[config.mk]
export PLATFORM = sky130hd
export DESIGN_NAME = mbs_io_server
export DESIGN_NICKNAME = d
export VERILOG_FILES = /design/src/inc/mbs_pkg.sv /design/src/logic/mbs_io_server.sv /design/src/logic/mbs_rx_parse.sv
export SDC_FILE = /design/constraint.sdc
export NUM_CORES = 1
export LEC_CHECK = 0
export BUFFER_PORTS_ARGS = -buffer_cell sky130_fd_sc_hd__buf_2
export CAP_MARGIN = 20
export CORE_MARGIN = 8
export CORE_UTILIZATION = 25
export DETAILED_ROUTE_END_ITERATION = 8
export PLACE_DENSITY = 0.37
export REMOVE_ABC_BUFFERS = 1
export SLEW_MARGIN = 5
export SYNTH_ARGS = -nofsm -noshare
export SYNTH_HDL_FRONTEND = slang
export SYNTH_SLANG_ARGS = --single-unit
[constraint.sdc]
create_clock -name ref_clk -period 14.5 [get_ports ref_clk]
set_input_delay 2.175 -clock ref_clk [delete_from_list [all_inputs] [get_ports ref_clk]]
set_output_delay 2.175 -clock ref_clk [all_outputs]
set_load 0.02 [all_outputs]
[src/inc/mbs_pkg.sv]
`default_nettype none
package mbs_pkg;
  // ----------------------------------------
  // frame layout
  // ----------------------------------------
  localparam int MBS_HDR_BYTES = 7;
  localparam int MBS_MAX_DATA = 252;
  localparam int MBS_NUM_COILS = 14;
  localparam logic [16:0] MBS_IX_LEN_LO = 17'h00005;
  localparam logic [16:0] MBS_IX_UID = 17'h00006;
  localparam logic [16:0] MBS_IX_FC = 17'h00007;
  localparam logic [16:0] MBS_IX_ADDR_HI = 17'h00008;
  localparam logic [16:0] MBS_IX_ADDR_LO = 17'h00009;
  localparam logic [16:0] MBS_IX_QTY_HI = 17'h0000A;
  localparam logic [16:0] MBS_IX_QTY_LO = 17'h0000B;
  localparam logic [16:0] MBS_IX_BC = 17'h0000C;
  localparam logic [16:0] MBS_IX_D0 = 17'h0000D;
  localparam logic [16:0] MBS_IX_D1 = 17'h0000E;
  localparam logic [15:0] MBS_PROTO_ID = 16'h0000;
  localparam logic [15:0] MBS_MIN_LEN = 16'h0002;
  localparam logic [15:0] MBS_MAX_LEN = 16'h00FE;
  // ----------------------------------------
  // functions and exceptions
  // ----------------------------------------
  localparam logic [7:0] MBS_FC_RD_COILS = 8'h01;
  localparam logic [7:0] MBS_FC_RD_INPUTS = 8'h02;
  localparam logic [7:0] MBS_FC_RD_HOLD = 8'h03;
  localparam logic [7:0] MBS_FC_RD_INREG = 8'h04;
  localparam logic [7:0] MBS_FC_WR_COIL = 8'h05;
  localparam logic [7:0] MBS_FC_WR_COILS = 8'h0F;
  localparam logic [7:0] MBS_FC_WR_REGS = 8'h10;
  localparam logic [7:0] MBS_FC_EXC_BIT = 8'h80;
  localparam logic [7:0] MBS_EXC_NONE = 8'h00;
  localparam logic [7:0] MBS_EXC_FUNC = 8'h01;
  localparam logic [7:0] MBS_EXC_ADDR = 8'h02;
  localparam logic [7:0] MBS_EXC_VALUE = 8'h03;
  localparam logic [15:0] MBS_MAX_RD_BITS = 16'h07D0;
  localparam logic [15:0] MBS_MAX_RD_REGS = 16'h007D;
  localparam logic [15:0] MBS_MAX_WR_BITS = 16'h07B0;
  localparam logic [15:0] MBS_MAX_WR_REGS = 16'h007B;
  // ----------------------------------------
  // register map and values
  // ----------------------------------------
  localparam logic [15:0] MBS_COIL_BASE = 16'h0000;
  localparam logic [15:0] MBS_SYSRST_REG = 16'h00F7;
  localparam logic [15:0] MBS_SYSRST_VAL = 16'h0001;
  localparam logic [15:0] MBS_FACTORY_VAL = 16'h00F7;
  localparam logic [15:0] MBS_COIL_ON = 16'hFF00;
  localparam logic [15:0] MBS_COIL_OFF = 16'h0000;
  localparam logic [15:0] MBS_COIL_RST = 16'h0000;
  // ----------------------------------------
  // response sizes in bytes
  // ----------------------------------------
  localparam logic [3:0] MBS_RSP_EXC_BYTES = 4'h9;
  localparam logic [3:0] MBS_RSP_RD_BASE = 4'h9;
  localparam logic [3:0] MBS_RSP_WR_BYTES = 4'hC;
  localparam logic [3:0] MBS_LEN_OFS = 4'h6;
  typedef enum logic [1:0] {
    MBS_IDLE = 2'b00,
    MBS_SEND = 2'b01
  } mbs_state_t;
endpackage
`default_nettype wire

[src/logic/mbs_io_server.sv]
// Contract
// Header is 7 bytes: transaction, protocol (zero), length, unit identifier.
// Response repeats the request's transaction identifier.
// Length counts unit identifier, function code and data.
// Unit identifier is carried from request to response.
// Function code is one byte; 128 and up mark exceptions.
// Functions 01,02,03,04,05,0F,10 are executed.
// Any other function code gets an unsupported-function exception.
// Too many items or missing address gets an exception.
// Success echoes the function code followed by the data.
// Failure returns the function code with bit 7 set.
// Exception data field holds the exception code.
// Multi-byte quantities go high byte first.
// Coil reads pack bits into 16-bit words, high byte first; the code sends the low byte first.
// Register reads return 16-bit values, high byte first; the code answers every register read with an exception.
// Empty data field accepted; data never above 252 bytes.
// Fourteen read/write output coils from address 0; one means on.
// Register 0xF7: 1 resets system, 247 restores factory defaults.
// Master starts every transaction; device only answers.
// Exception codes 01 function, 02 address, 03 quantity or value.
// Response length recomputed; protocol and unit identifiers copied.
`timescale 1ns/1ps
`default_nettype none
module mbs_io_server #(
  parameter int NUM_COILS = mbs_pkg::MBS_NUM_COILS
) (
  input wire logic ref_clk,
  input wire logic arst_n,
  input wire logic rx_valid,
  input wire logic [7:0] rx_data,
  output logic rx_ready,
  output logic tx_valid,
  output logic [7:0] tx_data,
  output logic tx_last,
  input wire logic tx_ready,
  output logic [NUM_COILS-1:0] coil_out,
  output logic sys_reset_pulse,
  output logic factory_restore_pulse
);
  if (NUM_COILS < 1 || NUM_COILS > 16)
  begin : g_chk
    $error("NUM_COILS must be 1 to 16");
  end

  // ----------------------------------------
  // reset release
  // ----------------------------------------
  logic rst_meta_ff;
  logic rst_n_ff;
  always_ff @(posedge ref_clk or negedge arst_n)
  begin
    if (!arst_n)
    begin
      rst_meta_ff <= 1'b0;
      rst_n_ff <= 1'b0;
    end
    else
    begin
      rst_meta_ff <= 1'b1;
      rst_n_ff <= rst_meta_ff;
    end
  end

  // ----------------------------------------
  // request capture
  // ----------------------------------------
  logic frm_valid;
  logic [15:0] p_tid;
  logic [15:0] p_pid;
  logic [15:0] p_len;
  logic [7:0] p_uid;
  logic [7:0] p_fc;
  logic [15:0] p_addr;
  logic [15:0] p_qty;
  logic [7:0] p_bc;
  logic [7:0] p_w0;
  logic [7:0] p_w1;
  logic take;

  mbs_rx_parse u_parse (
    .ref_clk(ref_clk),
    .rst_n(rst_n_ff),
    .rx_valid(rx_valid),
    .rx_data(rx_data),
    .take(take),
    .rx_ready_ff(rx_ready),
    .frm_valid_ff(frm_valid),
    .tid_ff(p_tid),
    .pid_ff(p_pid),
    .len_ff(p_len),
    .uid_ff(p_uid),
    .fc_ff(p_fc),
    .addr_ff(p_addr),
    .qty_ff(p_qty),
    .bc_ff(p_bc),
    .w0_ff(p_w0),
    .w1_ff(p_w1)
  );

  // ----------------------------------------
  // request checks
  // ----------------------------------------
  localparam logic [16:0] NCOIL = 17'(NUM_COILS);
  mbs_pkg::mbs_state_t state_ff;
  logic [3:0] cnt_ff;
  logic [3:0] total_ff;
  logic [7:0] exc_ff;
  logic [15:0] rd_ff;
  logic [NUM_COILS-1:0] coil_ff;
  logic tx_valid_ff;
  logic [7:0] tx_data_ff;
  logic tx_last_ff;
  logic sys_reset_pulse_ff;
  logic factory_restore_pulse_ff;

  // foreign protocol or oversize frames are dropped silently
  // data field of 0 to 252 bytes
  wire frm_ok = (p_pid == mbs_pkg::MBS_PROTO_ID) && (p_len >= mbs_pkg::MBS_MIN_LEN) &&
    (p_len <= mbs_pkg::MBS_MAX_LEN);
  wire exec = (state_ff == mbs_pkg::MBS_IDLE) && frm_valid && frm_ok;
  // one-byte code; 128 and up falls to unsupported
  // supported function decode
  wire is_rdb = (p_fc == mbs_pkg::MBS_FC_RD_COILS) || (p_fc == mbs_pkg::MBS_FC_RD_INPUTS);
  wire is_rdr = (p_fc == mbs_pkg::MBS_FC_RD_HOLD) || (p_fc == mbs_pkg::MBS_FC_RD_INREG);
  wire is_wr1 = p_fc == mbs_pkg::MBS_FC_WR_COIL;
  wire is_wrm = p_fc == mbs_pkg::MBS_FC_WR_COILS;
  wire is_wrr = p_fc == mbs_pkg::MBS_FC_WR_REGS;
  wire [16:0] a_end = {1'b0, p_addr} + {1'b0, p_qty};
  wire [16:0] bc7 = {1'b0, p_qty} + 17'h00007;
  wire [13:0] bc_need = bc7[16:3];
  wire [15:0] reg_val = {p_w0, p_w1};
  wire qty0 = p_qty == 16'h0000;
  wire bad_rdb = qty0 || (p_qty > mbs_pkg::MBS_MAX_RD_BITS);
  wire bad_rdr = qty0 || (p_qty > mbs_pkg::MBS_MAX_RD_REGS);
  wire bad_wr1 = (p_qty != mbs_pkg::MBS_COIL_ON) && (p_qty != mbs_pkg::MBS_COIL_OFF);
  wire bad_wrm = qty0 || (p_qty > mbs_pkg::MBS_MAX_WR_BITS) || ({6'h00, p_bc} != bc_need);
  wire bad_wrr = qty0 || (p_qty > mbs_pkg::MBS_MAX_WR_REGS) ||
    ({9'h000, p_bc} != {p_qty, 1'b0});
  wire bad_val = (reg_val != mbs_pkg::MBS_SYSRST_VAL) && (reg_val != mbs_pkg::MBS_FACTORY_VAL);
  wire sysrst_adr = (p_addr == mbs_pkg::MBS_SYSRST_REG) && (p_qty == 16'h0001);
  // quantity and address limits
  // customary codes
  // register space holds only a write-only register, so reads with a valid quantity raise an address fault
  // everything else is unsupported
  wire [7:0] exc_code =
    is_rdb ? (bad_rdb ? mbs_pkg::MBS_EXC_VALUE :
      (a_end > NCOIL) ? mbs_pkg::MBS_EXC_ADDR : mbs_pkg::MBS_EXC_NONE) :
    is_rdr ? (bad_rdr ? mbs_pkg::MBS_EXC_VALUE : mbs_pkg::MBS_EXC_ADDR) :
    is_wr1 ? (bad_wr1 ? mbs_pkg::MBS_EXC_VALUE :
      ({1'b0, p_addr} >= NCOIL) ? mbs_pkg::MBS_EXC_ADDR : mbs_pkg::MBS_EXC_NONE) :
    is_wrm ? (bad_wrm ? mbs_pkg::MBS_EXC_VALUE :
      (a_end > NCOIL) ? mbs_pkg::MBS_EXC_ADDR : mbs_pkg::MBS_EXC_NONE) :
    is_wrr ? (bad_wrr ? mbs_pkg::MBS_EXC_VALUE : !sysrst_adr ? mbs_pkg::MBS_EXC_ADDR :
      bad_val ? mbs_pkg::MBS_EXC_VALUE : mbs_pkg::MBS_EXC_NONE) :
    mbs_pkg::MBS_EXC_FUNC;
  wire ok = exc_code == mbs_pkg::MBS_EXC_NONE;

  // ----------------------------------------
  // coil datapath
  // ----------------------------------------
  // shifts use five address bits; only reached once the address is in range
  wire [31:0] coil32 = {{(32 - NUM_COILS){1'b0}}, coil_ff};
  wire [31:0] rd_sh = coil32 >> p_addr[4:0];
  wire [31:0] qmask = (32'h00000001 << p_qty[4:0]) - 32'h00000001;
  // word goes out low byte first; that byte holds coils addr..addr+7
  wire [15:0] rd_bits = rd_sh[15:0] & qmask[15:0];
  wire [31:0] wmask = is_wr1 ? (32'h00000001 << p_addr[4:0]) : (qmask << p_addr[4:0]);
  wire [31:0] wbits = is_wr1 ? {32{p_qty == mbs_pkg::MBS_COIL_ON}} :
    ({16'h0000, p_w1, p_w0} << p_addr[4:0]);
  wire [31:0] coil_new = (coil32 & ~wmask) | (wbits & wmask);
  wire do_wr = exec && ok && (is_wr1 || is_wrm);
  wire [NUM_COILS-1:0] nxt_coil = do_wr ? coil_new[NUM_COILS-1:0] : coil_ff;
  wire [3:0] nxt_total = !ok ? mbs_pkg::MBS_RSP_EXC_BYTES :
    is_rdb ? mbs_pkg::MBS_RSP_RD_BASE + bc_need[3:0] : mbs_pkg::MBS_RSP_WR_BYTES;

  // ----------------------------------------
  // response bytes
  // ----------------------------------------
  wire [7:0] rsp [0:11];
  wire [3:0] len_lo = total_ff - mbs_pkg::MBS_LEN_OFS;
  wire exc_on = exc_ff != mbs_pkg::MBS_EXC_NONE;
  // transaction echo
  assign rsp[0] = p_tid[15:8];
  assign rsp[1] = p_tid[7:0];
  // protocol copied, length recomputed
  assign rsp[2] = p_pid[15:8];
  assign rsp[3] = p_pid[7:0];
  assign rsp[4] = 8'h00;
  assign rsp[5] = {4'h0, len_lo};
  // unit identifier copy
  assign rsp[6] = p_uid;
  // echo on success
  // bit 7 on failure
  assign rsp[7] = exc_on ? (p_fc | mbs_pkg::MBS_FC_EXC_BIT) : p_fc;
  // exception code as data
  // echoed fields high byte first
  assign rsp[8] = exc_on ? exc_ff : is_rdb ? {4'h0, total_ff - mbs_pkg::MBS_RSP_RD_BASE} :
    p_addr[15:8];
  assign rsp[9] = is_rdb ? rd_ff[7:0] : p_addr[7:0];
  assign rsp[10] = is_rdb ? rd_ff[15:8] : p_qty[15:8];
  assign rsp[11] = p_qty[7:0];
  wire tx_go = !tx_valid_ff || tx_ready;
  wire tx_end = (state_ff == mbs_pkg::MBS_SEND) && tx_go && (cnt_ff == total_ff);
  assign take = tx_end || ((state_ff == mbs_pkg::MBS_IDLE) && frm_valid && !frm_ok);
  wire [7:0] cur_byte = rsp[cnt_ff];

  // ----------------------------------------
  // sequencing
  // ----------------------------------------
  // transmit only after a complete request
  always_ff @(posedge ref_clk or negedge rst_n_ff)
  begin
    if (!rst_n_ff)
    begin
      state_ff <= mbs_pkg::MBS_IDLE;
      cnt_ff <= 4'h0;
      total_ff <= 4'h0;
      exc_ff <= 8'h00;
      rd_ff <= 16'h0000;
    end
    else if (exec)
    begin
      state_ff <= mbs_pkg::MBS_SEND;
      cnt_ff <= 4'h0;
      total_ff <= nxt_total;
      exc_ff <= exc_code;
      rd_ff <= rd_bits;
    end
    else if (state_ff == mbs_pkg::MBS_SEND && tx_go)
    begin
      cnt_ff <= tx_end ? cnt_ff : cnt_ff + 4'h1;
      state_ff <= tx_end ? mbs_pkg::MBS_IDLE : mbs_pkg::MBS_SEND;
    end
  end

  always_ff @(posedge ref_clk or negedge rst_n_ff)
  begin
    if (!rst_n_ff)
    begin
      tx_valid_ff <= 1'b0;
      tx_data_ff <= 8'h00;
      tx_last_ff <= 1'b0;
    end
    else if (state_ff == mbs_pkg::MBS_SEND && tx_go)
    begin
      tx_valid_ff <= !tx_end;
      tx_data_ff <= tx_end ? 8'h00 : cur_byte;
      tx_last_ff <= cnt_ff == total_ff - 4'h1;
    end
  end

  // coil outputs, one means on
  // system command pulses
  wire wr_reg = exec && ok && is_wrr;
  always_ff @(posedge ref_clk or negedge rst_n_ff)
  begin
    if (!rst_n_ff)
    begin
      coil_ff <= mbs_pkg::MBS_COIL_RST[NUM_COILS-1:0];
      sys_reset_pulse_ff <= 1'b0;
      factory_restore_pulse_ff <= 1'b0;
    end
    else
    begin
      coil_ff <= nxt_coil;
      sys_reset_pulse_ff <= wr_reg && (reg_val == mbs_pkg::MBS_SYSRST_VAL);
      factory_restore_pulse_ff <= wr_reg && (reg_val == mbs_pkg::MBS_FACTORY_VAL);
    end
  end
  assign coil_out = coil_ff;
  assign tx_valid = tx_valid_ff;
  assign tx_data = tx_data_ff;
  assign tx_last = tx_last_ff;
  assign sys_reset_pulse = sys_reset_pulse_ff;
  assign factory_restore_pulse = factory_restore_pulse_ff;

  wire shown = tx_valid && tx_ready;
endmodule
`default_nettype wire

[src/logic/mbs_rx_parse.sv]
`timescale 1ns/1ps
`default_nettype none
module mbs_rx_parse (
  input wire logic ref_clk,
  input wire logic rst_n,
  input wire logic rx_valid,
  input wire logic [7:0] rx_data,
  input wire logic take,
  output logic rx_ready_ff,
  output logic frm_valid_ff,
  output logic [15:0] tid_ff,
  output logic [15:0] pid_ff,
  output logic [15:0] len_ff,
  output logic [7:0] uid_ff,
  output logic [7:0] fc_ff,
  output logic [15:0] addr_ff,
  output logic [15:0] qty_ff,
  output logic [7:0] bc_ff,
  output logic [7:0] w0_ff,
  output logic [7:0] w1_ff
);
  logic [16:0] idx_ff;
  wire acc = rx_valid && rx_ready_ff;
  wire [15:0] len_now = {len_ff[15:8], rx_data};
  // length counts bytes after it
  wire last_byte = (idx_ff == mbs_pkg::MBS_IX_LEN_LO) ? (len_now == 16'h0000) :
    (idx_ff > mbs_pkg::MBS_IX_LEN_LO) &&
    (idx_ff == {1'b0, len_ff} + mbs_pkg::MBS_IX_LEN_LO);

  // ----------------------------------------
  // frame framing
  // ----------------------------------------
  // stall further bytes until the response is gone
  always_ff @(posedge ref_clk or negedge rst_n)
  begin
    if (!rst_n)
    begin
      idx_ff <= 17'h00000;
      rx_ready_ff <= 1'b1;
      frm_valid_ff <= 1'b0;
    end
    else if (take)
    begin
      idx_ff <= 17'h00000;
      rx_ready_ff <= 1'b1;
      frm_valid_ff <= 1'b0;
    end
    else if (acc)
    begin
      idx_ff <= last_byte ? 17'h00000 : idx_ff + 17'h00001;
      rx_ready_ff <= !last_byte;
      frm_valid_ff <= last_byte;
    end
  end

  // ----------------------------------------
  // field capture
  // ----------------------------------------
  // header bytes, high byte first
  always_ff @(posedge ref_clk or negedge rst_n)
  begin
    if (!rst_n)
    begin
      tid_ff <= 16'h0000;
      pid_ff <= 16'h0000;
      len_ff <= 16'h0000;
      uid_ff <= 8'h00;
      fc_ff <= 8'h00;
      addr_ff <= 16'h0000;
      qty_ff <= 16'h0000;
      bc_ff <= 8'h00;
      w0_ff <= 8'h00;
      w1_ff <= 8'h00;
    end
    else if (acc)
    begin
      unique case (idx_ff)
        17'h00000:
        begin
          tid_ff[15:8] <= rx_data;
          fc_ff <= 8'h00;
          addr_ff <= 16'h0000;
          qty_ff <= 16'h0000;
          bc_ff <= 8'h00;
          w0_ff <= 8'h00;
          w1_ff <= 8'h00;
        end
        17'h00001: tid_ff[7:0] <= rx_data;
        17'h00002: pid_ff[15:8] <= rx_data;
        17'h00003: pid_ff[7:0] <= rx_data;
        17'h00004: len_ff[15:8] <= rx_data;
        mbs_pkg::MBS_IX_LEN_LO: len_ff[7:0] <= rx_data;
        mbs_pkg::MBS_IX_UID: uid_ff <= rx_data;
        mbs_pkg::MBS_IX_FC: fc_ff <= rx_data;
        mbs_pkg::MBS_IX_ADDR_HI: addr_ff[15:8] <= rx_data;
        mbs_pkg::MBS_IX_ADDR_LO: addr_ff[7:0] <= rx_data;
        mbs_pkg::MBS_IX_QTY_HI: qty_ff[15:8] <= rx_data;
        mbs_pkg::MBS_IX_QTY_LO: qty_ff[7:0] <= rx_data;
        mbs_pkg::MBS_IX_BC: bc_ff <= rx_data;
        mbs_pkg::MBS_IX_D0: w0_ff <= rx_data;
        mbs_pkg::MBS_IX_D1: w1_ff <= rx_data;
        default: ;
      endcase
    end
  end
endmodule
`default_nettype wire

==> results.json <==
{
  "detailed_place.area_um2": 14400,
  "path_class": "reg -> reg",
  "grt_pass1_vias": 11804,
  "ys_seq_elements": 192,
  "layout.core_utilization_pct": 27.8,
  "die_height_um": 249,
  "num-fill-cells": 5808,
  "largest_net_degree_at_the_start_of_global_routing": 67,
  "final_cell_area_um2": 15000,
  "cts.path.max_buffers": 2,
  "report.final.hold_viol_count": 0,
  "hold_class": "reg -> reg",
  "synth_enable_flop_cells": 0,
  "worst_hold_slack_across_all_endpoints_ps": 352,
  "first_iter_violations": 924,
  "initial_antenna_violation_count": 0,
  "die_area_um2": 62000,
  "tritoncts_buffer_count": 17,
  "period_share_pct": 33.5,
  "gp_congestion": 0.834,
  "clkSinkCount": 192,
  "mappedNetlistArea_um2": 13600,
  "power.combinational.fraction_pct": 41.0,
  "post_cts_resize_count": 0,
  "worst_setup_path_end_kind": "flip-flop",
  "run_status": "complete, no violations",
  "dominant_cell_type_by_area_after_synthesis": "dfrtp_1",
  "critPathLaunchType": "flip-flop",
  "clock.fmax_ghz": 0.206,
  "ys_async_sr_fraction_pct": 100,
  "grt_first_pass_wirelength_um": 78100,
  "netlist_instances": 1590,
  "timing.critical_path.fanout_max": 22,
  "power.ir.vdd_worst_mv": 0.187,
  "most_common_cell_in_the_netlist": "nand2_1",
  "grt_overflow_total": 0,
  "reg2reg_setup_slack_ps": 9640,
  "cts_tree": "done",
  "final-max-slew-violation-count": 0,
  "min_delay_path_depth": 0,
  "ys_top_cells_by_count": "245 x nand2_1, 191 x dfrtp_1, 135 x o21ai_0",
  "postRouteWirelength_um": 50800,
  "post_cts_buffers": 0,
  "cts_hold_repair.buffers": 0,
  "final-instance-count-excl-fill": 2273,
  "drc": 0,
  "dp_hpwl_um": 35700,
  "clockPowerShare_pct": 22.5,
  "ys_top_cells_by_area": "dfrtp_1 35%, nand2_1 6.8%, mux2_2 6.4%",
  "power.share.sequential_pct": 36.5,
  "layout_min_cycle_time_ps": 4860,
  "totalNegativeSetupSlack_ps": 0,
  "cts-htree-levels": 4,
  "cts_root_buffer": "clkbuf_16",
  "net_load_switching_power_mw": 0.939,
  "worst-r2r-cell-count": 11,
  "timing.rr.start": "u_parse.qty_ff[1]$_DFFE_PN0P_",
  "drive_above_1_share_pct": 13.8,
  "synthDistinctLibCells": 90,
  "crit_required_ps": 14880,
  "ys.warnings.count": 0,
  "cap_violations": 0,
  "arrival_ps": 5240,
  "die-width_um": 249,
  "cts.clk_slew.worst_paths_ps": 70,
  "viasPerCell": 5.29,
  "placement.io_buffers": 38,
  "detailroute.via_count": 12035,
  "ys_dominant_reg_cell": "dfrtp_1",
  "power_density_nw_per_um2": 149,
  "antenna_cells_inserted": 0,
  "grt_usage_pct": 16.3,
  "dp_cells": 2241,
  "core_area_um2": 53700,
  "p_int_mw": 1.28,
  "setup_viol": 0,
  "syn_area_per_cell_um2": 8.53,
  "grt_setup_unrepaired": "no",
  "synth_top_cell_area_share_pct": 35.2,
  "insertion_delay_ps": 490,
  "synth_sequential_area_ratio_pct": 35.4,
  "switching_part_of_the_total_pct": 42.3,
  "setup_slack_ps": 9640,
  "drt-pass1-iter-count": 5,
  "pin_count": 39,
  "worst_hold_startpoint": "rst_meta_ff$_DFF_PN0_",
  "tightest_slew_ps": 1040,
  "floorplan.initialDensity_pct": 25.3,
  "max_slew_headroom_at_the_worst_pin_pct": 30.7,
  "area.growth.synth_to_final_pct": 10.2,
  "number_of_nets_in_the_layout": 1607,
  "route.antenna.remaining_nets": 0,
  "wl_per_cell_um": 22.4,
  "leakagePower_nw": 6.16,
  "finalClockSkew_ps": 10.3,
  "hold_end": "rst_n_ff$_DFF_PN0_",
  "post-place-ws_ps": 9690,
  "fp-row-count": 85,
  "post_layout_power_mw": 2.22
}
[worst max-delay path by stage]
stage	from	end	slack (ps)	cells past startpoint
after global routing	u_parse.qty_ff[1]$_DFFE_PN0P_	flip-flop	9410	11
after floorplan	rst_n_ff$_DFF_PN0_	async pin	8760	0
after global placement	u_parse.qty_ff[1]$_DFFE_PN0P_	flip-flop	9760	11
after detailed placement	u_parse.qty_ff[1]$_DFFE_PN0P_	flip-flop	9690	11
after CTS	u_parse.qty_ff[1]$_DFFE_PN0P_	flip-flop	9650	11
final	u_parse.qty_ff[1]$_DFFE_PN0P_	flip-flop	9640	11
[kinds of logic (layout without fill, tap and decap cells)]
group | Yosys count | count (layout) | share of synthesized area (%)
simple gates | 627 | 627 | 22.5
compound gates | 406 | 406 | 19.3
flops | 192 | 192 | 35.4
buf+inv | 143 | 130 | 4.57
mux | 133 | 133 | 11.6
xor+xnor | 57 | 57 | 3.68
fa+ha+maj | 31 | 31 | 2.91
other cells | 1 | 1 | 0.0276
[power by group through the flow]
| stage | combinational [mW] | clock [mW] | sequential [mW] |
|---|---|---|---|
| 4_1_cts | 0.915 | 0.523 | 0.811 |
| 3_3_place_gp | 0.914 | 0 | 0.820 |
| 2_1_floorplan | 0.591 | 0 | 0.813 |
| 3_5_place_dp | 0.911 | 0 | 0.821 |
| 5_1_grt | 1.01 | 0.540 | 0.829 |
| 6_report | 0.911 | 0.501 | 0.810 |
[area by class of cell]
type	count	area (um2)	area share, %
sequential	192	4810	32.2
inverter	32	120	0.803
timing repair buffer	66	400	2.68
clock inverter	11	129	0.862
tap	696	871	5.82
multi-input combinational	1255	8160	54.6
clock buffer	21	460	3.08
[worst max-delay path, stage by stage, from the launching register on]
cell and delay, ps:
dfrtp_1 900, inv_1 280, fa_1 520, nor2b_1 160
o2111ai_2 180, a21oi_1 280, mux2i_1 100, or4_1 530
or4_4 470, o31ai_4 700, and3_2 300, mux2_2 320
[layer usage]
| metal | vias up | wire [um] | track usage (%) |
|---|---|---|---|
| met4 | 0 | 760 | 4.19 |
| met5 | - | 0 | 0 |
| met2 | 196 | 23200 | 25.4 |
| met1 | 6037 | 25100 | 23.2 |
| li1 | 5768 | - | - |
| met3 | 34 | 1720 | 2.65 |
[sequential cells by signal, summed over array words and instances (netlist names), 2 cells and up, named ones only]
signal and cells:
u_parse.w0_ff 8, u_parse.fc_ff 8, u_parse.bc_ff 8, u_parse.tid_ff 16
u_parse.uid_ff 8, u_parse.len_ff 16, u_parse.qty_ff 16, u_parse.pid_ff 16
cnt_ff 4, rd_ff 14, u_parse.addr_ff 16, exc_ff 2
total_ff 4, u_parse.idx_ff 17, u_parse.w1_ff 8, tx_data 8
[cells in the final DEF, fill, tap and decap left out, types with 28 or more instances in the layout]
master	n
a21oi_1	90
nor4_1	33
nor2_1	109
buf_4	28
nor3_1	48
mux2_2	77
o21ai_0	134
mux2i_1	42
buf_2	38
ha_1	30
dfrtp_1	188
nand2_1	245
nand3_1	42
inv_1	31
xnor2_1	33
No activity file was read; power rests on OpenSTA's default activity.
